[config.mk]
export PLATFORM = sky130hd
export DESIGN_NAME = sc_system_control
export DESIGN_NICKNAME = d
export VERILOG_FILES = /design/src/hdl/sc_pkg.sv /design/src/hdl/sc_nmi_edge.sv /design/src/hdl/sc_system_control.sv
export VERILOG_INCLUDE_DIRS = /design/src /design/src/hdl
export SDC_FILE = /design/constraint.sdc
export NUM_CORES = 1
export LEC_CHECK = 0
export ABC_AREA = 1
export BUFFER_PORTS_ARGS = -buffer_cell sky130_fd_sc_hd__buf_2
export CAP_MARGIN = 20
export CORE_MARGIN = 2
export CORE_UTILIZATION = 40
export DETAILED_ROUTE_END_ITERATION = 8
export PLACE_DENSITY = 0.77
export SYNTH_ARGS = -nofsm -noshare
export SYNTH_HDL_FRONTEND = slang
export SYNTH_HIERARCHICAL = 1
export SYNTH_SLANG_ARGS = --single-unit
[constraint.sdc]
create_clock -name clk_i -period 1.2 [get_ports clk_i]
set_input_delay 0.06 -clock clk_i [delete_from_list [all_inputs] [get_ports clk_i]]
set_output_delay 0.06 -clock clk_i [all_outputs]
set_load 0.01 [all_outputs]
[src/hdl/sc_params.svh]
`ifndef SC_PARAMS_SVH
`define SC_PARAMS_SVH

// register byte offsets on the bus
`define SC_OFF_CTRL 8'h00
`define SC_OFF_STATUS 8'h04
`define SC_OFF_NMI_COUNT 8'h08

// field positions in the control register
`define SC_BIT_RAM_EN 0
`define SC_BIT_NMI_EDGE 3
`define SC_BIT_MODE_LO 4
`define SC_BIT_MODE_HI 5

// field positions in the status register
`define SC_BIT_NMI_LEVEL 0
`define SC_BIT_MODE_BAD 1
`define SC_BIT_RAM_ON 2

// reset values
`define SC_RST_MODE 2'h0
`define SC_RST_NMI_EDGE 1'h0
`define SC_RST_RAM_EN 1'h1
`define SC_RST_NMI_COUNT 8'h00

// mask of the writable control bits; bits 7, 6, 2 and 1 hold zero
`define SC_CTRL_WMASK 8'h39

// cycles after reset before the edge detector trusts its sampled level
`define SC_NMI_WARMUP 2'h3

`endif

[src/hdl/sc_pkg.sv]
package sc_pkg;

    typedef enum logic [1:0] {
        SC_MODE_0 = 2'b00,
        SC_MODE_BAD_LO = 2'b01,
        SC_MODE_2 = 2'b10,
        SC_MODE_BAD_HI = 2'b11
    } sc_mode_code_t;

    typedef enum logic [0:0] {
        SC_BUS_IDLE = 1'b0,
        SC_BUS_ACK = 1'b1
    } sc_bus_state_t;

    // classic wishbone request as seen by the slave
    typedef struct packed {
        logic cyc;
        logic stb;
        logic we;
        logic [7:0] adr;
        logic [3:0] sel;
        logic [31:0] dat;
    } sc_wb_req_t;

    // control fields delivered to the interrupt controller and ram
    typedef struct packed {
        logic [1:0] irq_mode;
        logic nmi_edge_select;
        logic onchip_ram_enable;
    } sc_ctrl_t;

endpackage

[src/hdl/sc_nmi_edge.sv]
`timescale 1ns/1ps
`include "sc_params.svh"

module sc_nmi_edge (
    input wire logic clk_i,
    input wire logic rst_i,
    input wire logic nmi_i,
    input wire logic edge_select_i,
    output logic level_o,
    output logic request_o
);

    logic sync1_q;
    logic sync1_d;
    logic sync2_q;
    logic sync2_d;
    logic prev_q;
    logic prev_d;
    logic [1:0] warm_q;
    logic [1:0] warm_d;
    logic req_q;
    logic req_d;
    logic rise;
    logic fall;

    // ========================================
    // synchroniser and edge detection
    always_comb
    begin
        sync1_d = nmi_i;
        sync2_d = sync1_q;
        prev_d = sync2_q;
        warm_d = warm_q;
        if (warm_q != `SC_NMI_WARMUP)
        begin
            warm_d = warm_q + 2'h1;
        end
        rise = sync2_q & ~prev_q;
        fall = ~sync2_q & prev_q;
        // no request until the pipeline holds real pin samples
        req_d = (warm_q == `SC_NMI_WARMUP) & (edge_select_i ? rise : fall);
    end

    always_ff @(posedge clk_i)
    begin
        if (rst_i)
        begin
            sync1_q <= 1'b0;
            sync2_q <= 1'b0;
            prev_q <= 1'b0;
            warm_q <= 2'h0;
            req_q <= 1'b0;
        end
        else
        begin
            sync1_q <= sync1_d;
            sync2_q <= sync2_d;
            prev_q <= prev_d;
            warm_q <= warm_d;
            req_q <= req_d;
        end
    end

    assign level_o = prev_q;
    assign request_o = req_q;

endmodule

[src/hdl/sc_system_control.sv]
`timescale 1ns/1ps
`include "sc_params.svh"

// How it works
// The two-bit mode field decodes 00 as mode 0, 10 as mode 2, and 01 or 11 as prohibited.
// The edge-select bit picks falling-edge (0) or rising-edge (1) detection on the nmi input.
// Bits 2 and 1 of the control register always read zero and ignore writes.
// Bit 6 of the control register always reads zero and is left unchanged by writes.
// Bit 0 gates the on-chip ram, and writing it to zero disables that ram.
// Bit 0 returns to one whenever reset is released, so the ram is enabled after every reset.
// Software never writes a prohibited mode code, and mode and edge-select both reset to zero.
module sc_system_control (
    input wire logic clk_i,
    input wire logic rst_i,
    input wire logic wb_cyc_i,
    input wire logic wb_stb_i,
    input wire logic wb_we_i,
    input wire logic [7:0] wb_adr_i,
    input wire logic [3:0] wb_sel_i,
    input wire logic [31:0] wb_dat_i,
    output logic [31:0] wb_dat_o,
    output logic wb_ack_o,
    input wire logic nmi_i,
    output logic nmi_request_o,
    output logic irq_mode_select_hi_o,
    output logic irq_mode_select_lo_o,
    output logic irq_mode0_o,
    output logic irq_mode2_o,
    output logic irq_mode_prohibited_o,
    output logic nmi_edge_select_o,
    output logic onchip_ram_enable_o
);

    // ========================================
    // helper functions
    function automatic logic addr_hit(input logic [7:0] adr, input logic [7:0] off);
        addr_hit = (adr[7:2] == off[7:2]);
    endfunction

    function automatic sc_pkg::sc_mode_code_t mode_decode(input logic [1:0] code);
        sc_pkg::sc_mode_code_t m;
        case (code)
            2'b00: m = sc_pkg::SC_MODE_0;
            2'b10: m = sc_pkg::SC_MODE_2;
            2'b01: m = sc_pkg::SC_MODE_BAD_LO;
            2'b11: m = sc_pkg::SC_MODE_BAD_HI;
            default: m = sc_pkg::SC_MODE_BAD_HI;
        endcase
        mode_decode = m;
    endfunction

    // ========================================
    // declarations
    sc_pkg::sc_wb_req_t req;
    sc_pkg::sc_ctrl_t ctrl_q;
    sc_pkg::sc_ctrl_t ctrl_d;
    sc_pkg::sc_bus_state_t bus_q;
    sc_pkg::sc_bus_state_t bus_d;
    sc_pkg::sc_mode_code_t mode_d;
    logic mode0_q;
    logic mode0_d;
    logic mode2_q;
    logic mode2_d;
    logic prohib_q;
    logic prohib_d;
    logic [31:0] rdat_q;
    logic [31:0] rdat_d;
    logic [7:0] nmi_count_q;
    logic [7:0] nmi_count_d;
    logic [7:0] ctrl_image;
    logic [7:0] status_image;
    logic take;
    logic wr_ctrl;
    logic wr_count;
    logic nmi_level;
    logic nmi_event;

    assign req.cyc = wb_cyc_i;
    assign req.stb = wb_stb_i;
    assign req.we = wb_we_i;
    assign req.adr = wb_adr_i;
    assign req.sel = wb_sel_i;
    assign req.dat = wb_dat_i;

    // ========================================
    // nmi edge detector
    sc_nmi_edge u_nmi_edge (
        .clk_i(clk_i),
        .rst_i(rst_i),
        .nmi_i(nmi_i),
        .edge_select_i(ctrl_q.nmi_edge_select),
        .level_o(nmi_level),
        .request_o(nmi_event)
    );

    // ========================================
    // bus handshake
    always_comb
    begin
        bus_d = bus_q;
        take = 1'b0;
        case (bus_q)
            sc_pkg::SC_BUS_IDLE:
            begin
                if (req.cyc && req.stb)
                begin
                    take = 1'b1;
                    bus_d = sc_pkg::SC_BUS_ACK;
                end
            end
            sc_pkg::SC_BUS_ACK:
            begin
                bus_d = sc_pkg::SC_BUS_IDLE;
            end
            default:
            begin
                bus_d = sc_pkg::SC_BUS_IDLE;
            end
        endcase
    end

    always_ff @(posedge clk_i)
    begin
        if (rst_i)
        begin
            bus_q <= sc_pkg::SC_BUS_IDLE;
        end
        else
        begin
            bus_q <= bus_d;
        end
    end

    assign wb_ack_o = (bus_q == sc_pkg::SC_BUS_ACK);

    // ========================================
    // register images
    always_comb
    begin
        ctrl_image = 8'h00;
        ctrl_image[`SC_BIT_RAM_EN] = ctrl_q.onchip_ram_enable;
        ctrl_image[`SC_BIT_NMI_EDGE] = ctrl_q.nmi_edge_select;
        ctrl_image[`SC_BIT_MODE_LO] = ctrl_q.irq_mode[0];
        ctrl_image[`SC_BIT_MODE_HI] = ctrl_q.irq_mode[1];
        status_image = 8'h00;
        status_image[`SC_BIT_NMI_LEVEL] = nmi_level;
        status_image[`SC_BIT_MODE_BAD] = irq_mode_prohibited_o;
        status_image[`SC_BIT_RAM_ON] = ctrl_q.onchip_ram_enable;
    end

    // ========================================
    // control register
    assign wr_ctrl = take && req.we && req.sel[0] && addr_hit(req.adr, `SC_OFF_CTRL);

    always_comb
    begin
        ctrl_d = ctrl_q;
        if (wr_ctrl)
        begin
            // only mode, edge-select and ram enable take write data
            ctrl_d.onchip_ram_enable = req.dat[`SC_BIT_RAM_EN];
            ctrl_d.nmi_edge_select = req.dat[`SC_BIT_NMI_EDGE];
            ctrl_d.irq_mode = {req.dat[`SC_BIT_MODE_HI], req.dat[`SC_BIT_MODE_LO]};
        end
    end

    always_ff @(posedge clk_i)
    begin
        if (rst_i)
        begin
            ctrl_q.irq_mode <= `SC_RST_MODE;
            ctrl_q.nmi_edge_select <= `SC_RST_NMI_EDGE;
            ctrl_q.onchip_ram_enable <= `SC_RST_RAM_EN;
        end
        else
        begin
            ctrl_q <= ctrl_d;
        end
    end

    // ========================================
    // decoded mode flags, registered in step with the control bits
    always_comb
    begin
        mode_d = mode_decode(ctrl_d.irq_mode);
        mode0_d = 1'b0;
        mode2_d = 1'b0;
        prohib_d = 1'b0;
        case (mode_d)
            sc_pkg::SC_MODE_0:
            begin
                mode0_d = 1'b1;
            end
            sc_pkg::SC_MODE_2:
            begin
                mode2_d = 1'b1;
            end
            default:
            begin
                prohib_d = 1'b1;
            end
        endcase
    end

    always_ff @(posedge clk_i)
    begin
        if (rst_i)
        begin
            mode0_q <= (mode_decode(`SC_RST_MODE) == sc_pkg::SC_MODE_0);
            mode2_q <= (mode_decode(`SC_RST_MODE) == sc_pkg::SC_MODE_2);
            prohib_q <= 1'b0;
        end
        else
        begin
            mode0_q <= mode0_d;
            mode2_q <= mode2_d;
            prohib_q <= prohib_d;
        end
    end

    // ========================================
    // nmi event counter
    assign wr_count = take && req.we && req.sel[0] && addr_hit(req.adr, `SC_OFF_NMI_COUNT);

    always_comb
    begin
        nmi_count_d = nmi_count_q;
        if (wr_count)
        begin
            nmi_count_d = `SC_RST_NMI_COUNT;
        end
        // an event in the clearing cycle is still counted
        if (nmi_event)
        begin
            if (wr_count)
            begin
                nmi_count_d = 8'h01;
            end
            else if (nmi_count_q != 8'hff)
            begin
                nmi_count_d = nmi_count_q + 8'h01;
            end
        end
    end

    always_ff @(posedge clk_i)
    begin
        if (rst_i)
        begin
            nmi_count_q <= `SC_RST_NMI_COUNT;
        end
        else
        begin
            nmi_count_q <= nmi_count_d;
        end
    end

    // ========================================
    // read data
    always_comb
    begin
        rdat_d = 32'h00000000;
        if (take && !req.we)
        begin
            if (addr_hit(req.adr, `SC_OFF_CTRL))
            begin
                rdat_d = {24'h000000, ctrl_image};
            end
            else if (addr_hit(req.adr, `SC_OFF_STATUS))
            begin
                rdat_d = {24'h000000, status_image};
            end
            else if (addr_hit(req.adr, `SC_OFF_NMI_COUNT))
            begin
                rdat_d = {24'h000000, nmi_count_q};
            end
            else
            begin
                rdat_d = 32'h00000000;
            end
        end
    end

    always_ff @(posedge clk_i)
    begin
        if (rst_i)
        begin
            rdat_q <= 32'h00000000;
        end
        else
        begin
            rdat_q <= rdat_d;
        end
    end

    assign wb_dat_o = rdat_q;

    // ========================================
    // outputs
    assign irq_mode_select_hi_o = ctrl_q.irq_mode[1];
    assign irq_mode_select_lo_o = ctrl_q.irq_mode[0];
    assign irq_mode0_o = mode0_q;
    assign irq_mode2_o = mode2_q;
    assign irq_mode_prohibited_o = prohib_q;
    assign nmi_edge_select_o = ctrl_q.nmi_edge_select;
    assign onchip_ram_enable_o = ctrl_q.onchip_ram_enable;
    assign nmi_request_o = nmi_event;

endmodule
* Word-level counts from Yosys, hierarchy flattened
Index checks and enable logic that the tools add are counted.
Word-level totals: logic and storage cells 67, bits in registers 54, bits of input ports 50
Cells by class: equal/unequal tests 9, $add $sub $neg 2, muxes and demuxes 16, reduce and logical (&&, ||, !) cells 15, bitwise logic cells 8
Operators by type and width (number):
- $mux W8 | 4
- $mux W6 | 3
- $add A8 B1 Y8 const B | 1
- $eq A2 B2 Y1 const B | 4
- $ne A8 B8 Y1 const B | 1
- $pmux W2 S4 | 1
- $eq A6 B1 Y1 const B | 1
- $eq A6 B2 Y1 const B | 1
- $logic_and A1 B1 Y1 | 6
- $logic_not A6 Y1 | 1
- $mux W1 | 6
- $not A1 Y1 | 5
- $reduce_or A5 Y1 | 1
- $logic_not A2 Y1 | 2
- $mux W4 | 1
- $reduce_or A2 Y1 | 2
- $reduce_or A4 Y1 | 1
- $and A1 B1 Y1 | 3
- $reduce_or A3 Y1 | 1
- $add A2 B1 Y2 const B | 1
- $eq A2 B1 Y1 const B | 1
- $ne A2 B2 Y1 const B | 1
- $pmux W1 S2 | 1
- $logic_not A1 Y1 | 1

* Longest topological paths before layout
word-level depth 12, mapped depth 9, gate-level depth less buffers 9

* Cells and area by module
The synthesis kept the hierarchy.
Modules (own cells, without submodules):
- sc_system_control | instances 1, sequential area each 480.5 sq um, area each 1396.3 sq um, cells each 193
- sc_nmi_edge | instances 1, sequential area each 120.1 sq um, area each 217.7 sq um, cells each 27

* Worst setup path after synthesis
Ideal clock, no wire load.
kind register -> register, from register nmi_count_q[0], to register nmi_count_q[0], cell stages (with the launch flop) 9, path buffers 0, period minus slack after synthesis 1.205 ns, data arrival time 1.093 ns, path slack -0.005 ns, cell sequence dfxtp_1 > ha_1 > nand2_1 > nor2_4 > nand2_2 > nand2_2 > nand2_1 > nor2_1 > nor2_1
Between the ends: longest elaborated chain between the ends 4
Ends and longest elaborated chain:
- start: declaration | RTL line sc_system_control.sv:68 | logic [7:0] nmi_count_q;
- start signal: assignment | RTL line sc_system_control.sv:250 | nmi_count_q <= `SC_RST_NMI_COUNT;
- start signal: assignment | RTL line sc_system_control.sv:254 | nmi_count_q <= nmi_count_d;
- $add A8 B1 Y8 (tied with other cells) | RTL line sc_system_control.sv:241 | nmi_count_d = nmi_count_q + 8'h01;
- $mux W8 | RTL line sc_system_control.sv:239 | else if (nmi_count_q != 8'hff)
- $mux W8 | RTL line sc_system_control.sv:235 | if (wr_count)
- $mux W8 * | RTL line sc_system_control.sv:233 | if (nmi_event)
Mark *: on every way between the ends. The rest lies on a longest branch, timed or not. A chain may end at the register's enable or synchronous reset.

* Worst setup path in the final report
from register nmi_count_q[1], to register nmi_count_q[0]
Between the ends: longest elaborated chain between the ends 4
Ends and longest elaborated chain (RTL line):
- $ne A8 B8 Y1 | sc_system_control.sv:239
- $mux W8 | sc_system_control.sv:239
- $mux W8 | sc_system_control.sv:235
- $mux W8 | sc_system_control.sv:233
Every way passes these cells.

==> results.ini <==
[logic_synthesis]
synth.avg_cell_area_um2=7.34
seq_area_frac_synth_pct=37.2
ys_warn_count=6
synth.area.top_cells=dfxtp_1 37%, buf_4 11%, nand2_1 9.3%
synth_area_um2=1610
ys_ff_latch=30
syn_inst=220
yosys.area.top_type=dfxtp_1
synth_top_area_share_pct=37.2
ys_types=26

[timing]
min_period_over_period_pct=100
fin_crit_ns=1.20
setup_ws_ns=-0.00391
final-max-slew-violation-count=0
rsz0062_at_grt=yes
skew_ns=0.00686
finalSetupViolCount=1
hold_violations=0
max_freq_mhz=831

[global_routing]
grtUsageTotal_pct=15.0
antenna_found_initial=0
met1_usage_pct=17.2
grt_max_degree=11
grt_pass1_wl_mm=5.06
busiest_layer=met2
gr-total-overflow=0
grt_pass1_vias=1225
grt_use_met3_pct=3.17
met2_usage_pct=25.7

[critical_path]
endpoint_kind=register
worstSetupPathType=reg -> reg
required_ns=1.38
worstSetupStartpointType=register
arrival_ns=1.38
r2r_cells=8
crit_fanout=4

[die]
num_rows=23
ios=91
die-area_um2=4560
fp.dieW_um=67.5
die_height_um=67.5
core_area_um2=3940
initial_core_util_pct=40.9

[layout]
num_antenna_cells=0
final_common_cell=nand2_1
drive_above_1_share_pct=37.3
fillCellCount=378
area_growth_pct=28.9
final_cell_mix=36 x nand2_1, 33 x buf_2, 31 x nor2_1, 26 x dfxtp_1, 25 x inv_1
nNetsFinal=327

[clock_network]
clockBufferDepth=2
ctsRootBufferMaster=clkbuf_8
clk_latency_ns=0.28
clk_pin_slew_ns=0.07
cts_buffers=5
cts_tree=built
cts.sinks=30
cts_max_level=2

[worst_hold_path]
worstHoldPathType=in -> reg
hold_depth=3

[detailed_routing]
postRouteAntennaNets=0
detailedRoute.firstIterationViolations=46
via_per_inst=4.39
drc_errors=0
firstDrtPassIters=4
wl_mm=3.41
vias=1430
wl_per_cell_um=10.5

[place]
place_congestion=0.795
hpwl_mm=2.51
io_buffers=33
dpl_worst_slack_ns=-0.0738

[pwr]
powerDensity_nw_per_um2=985
vdd_ir_drop_max_uv=496
finalPower_mw=2.05
power.leakage_nw=1.10

[flow_run]
drv_cap=0

[run_status]
violations=negative setup slack
status=complete, but fails checks

## flip-flops by register name, summed over array words and instances, names as in the netlist
signal                 count
irq_mode2_o                1
irq_mode_prohibited_o      1
irq_mode_select_lo_o       1
wb_dat_o                   8
u_nmi_edge/sync1_q         1
u_nmi_edge/warm_q          2
onchip_ram_enable_o        1
u_nmi_edge/prev_d          1
nmi_count_q                8
u_nmi_edge/level_o         1
irq_mode0_o                1
wb_ack_o                   1
irq_mode_select_hi_o       1
nmi_edge_select_o          1
u_nmi_edge/request_o       1
## what timing repair did
item,in CTS,in global routing
hold buffers,2,0
setup endpoints to repair,9,13
setup buffers,2,1
pin swaps,7,7
resized for setup,9,22
hold endpoints to repair,2,0
## cell usage after synthesis, drive strengths merged
library cell and count:
nand2 52, nor2 44, inv 31, dfxtp 30
buf 24, nand3 13, o21ai 8, a21oi 5
nand4 3, ha 2, nand3b 2, nor3 2
xor2 2, conb 1, or2 1
## worst max-delay path, cell delays in order (launching register included)
cell and delay [ns]:
dfxtp_2 0.35, ha_4 0.15, nand2_4 0.06, nor2_4 0.13, nand2_4 0.10, nand2_4 0.11
nand2_4 0.06, nor2_2 0.10, nor2_1 0.04
## cell type report
cell class	count	area (um2)	area share, %
multi-input combinational	158	907	43.6
sequential	30	606	29.1
timing repair buffer	49	294	14.1
inverter	31	116	5.59
clock buffer	6	82.6	3.97
tap	50	62.6	3.01
clock inverter	2	12.5	0.601
## path summary, 6_finish.rpt
path / startpoint / to / slack, ns
setup / recovery: nmi_count_q[1]$_SDFF_PP0_ / nmi_count_q[0]$_SDFF_PP0_ / -0.004
hold / removal: wb_dat_i[3] / nmi_edge_select_o$_SDFFE_PP0P_ / 0.04
hold reg to reg: u_nmi_edge/sync1_q$_SDFF_PP0_ / u_nmi_edge/prev_d$_SDFF_PP0_ / 0.41
setup reg to reg: nmi_count_q[1]$_SDFF_PP0_ / nmi_count_q[0]$_SDFF_PP0_ / -0.004
## cell families (layout without fill, tap and decap cells)
kind of cell / Yosys count / count (layout) / synth area share [%]
flops: 30 / 30 / 37.2
simple gates: 117 / 117 / 37.3
other cells: 1 / 24 / 0.232
xor+xnor: 2 / 2 / 1.09
compound gates: 13 / 13 / 4.26
buf+inv: 55 / 88 / 18.4
fa+ha+maj: 2 / 2 / 1.55
## through the flow
step	hold WS (ns)	cell area (um2)	setup TNS, ns	util (%)	cells
CTS	0.0411	2000	-0.00847	50.7	325
floorplan	0.122	1700	0	-	243
detailed placement	0.270	1830	-0.227	46.5	313
global placement	0.265	1830	-0.158	46.5	313
global route	0.0557	2080	-0.288	52.8	326
finish	0.0449	2080	-0.00391	52.8	326
## power by group
part	switching, mW	total (mW)	leakage (nW)	internal [mW]
Combinational	0.117	0.183	0.811	0.0655
Clock	0.383	0.843	0.0472	0.460
Sequential	0.00960	1.02	0.245	1.01
Total	0.510	2.05	1.10	1.54
## routing by layer
metal / routed length [um] / vias up
li1: - / 732
met1: 1400 / 648
met2: 1740 / 44
met3: 195 / 6
met4: 76 / 0
met5: 0 / -
Note: power is estimated with default switching activity, not from simulation.
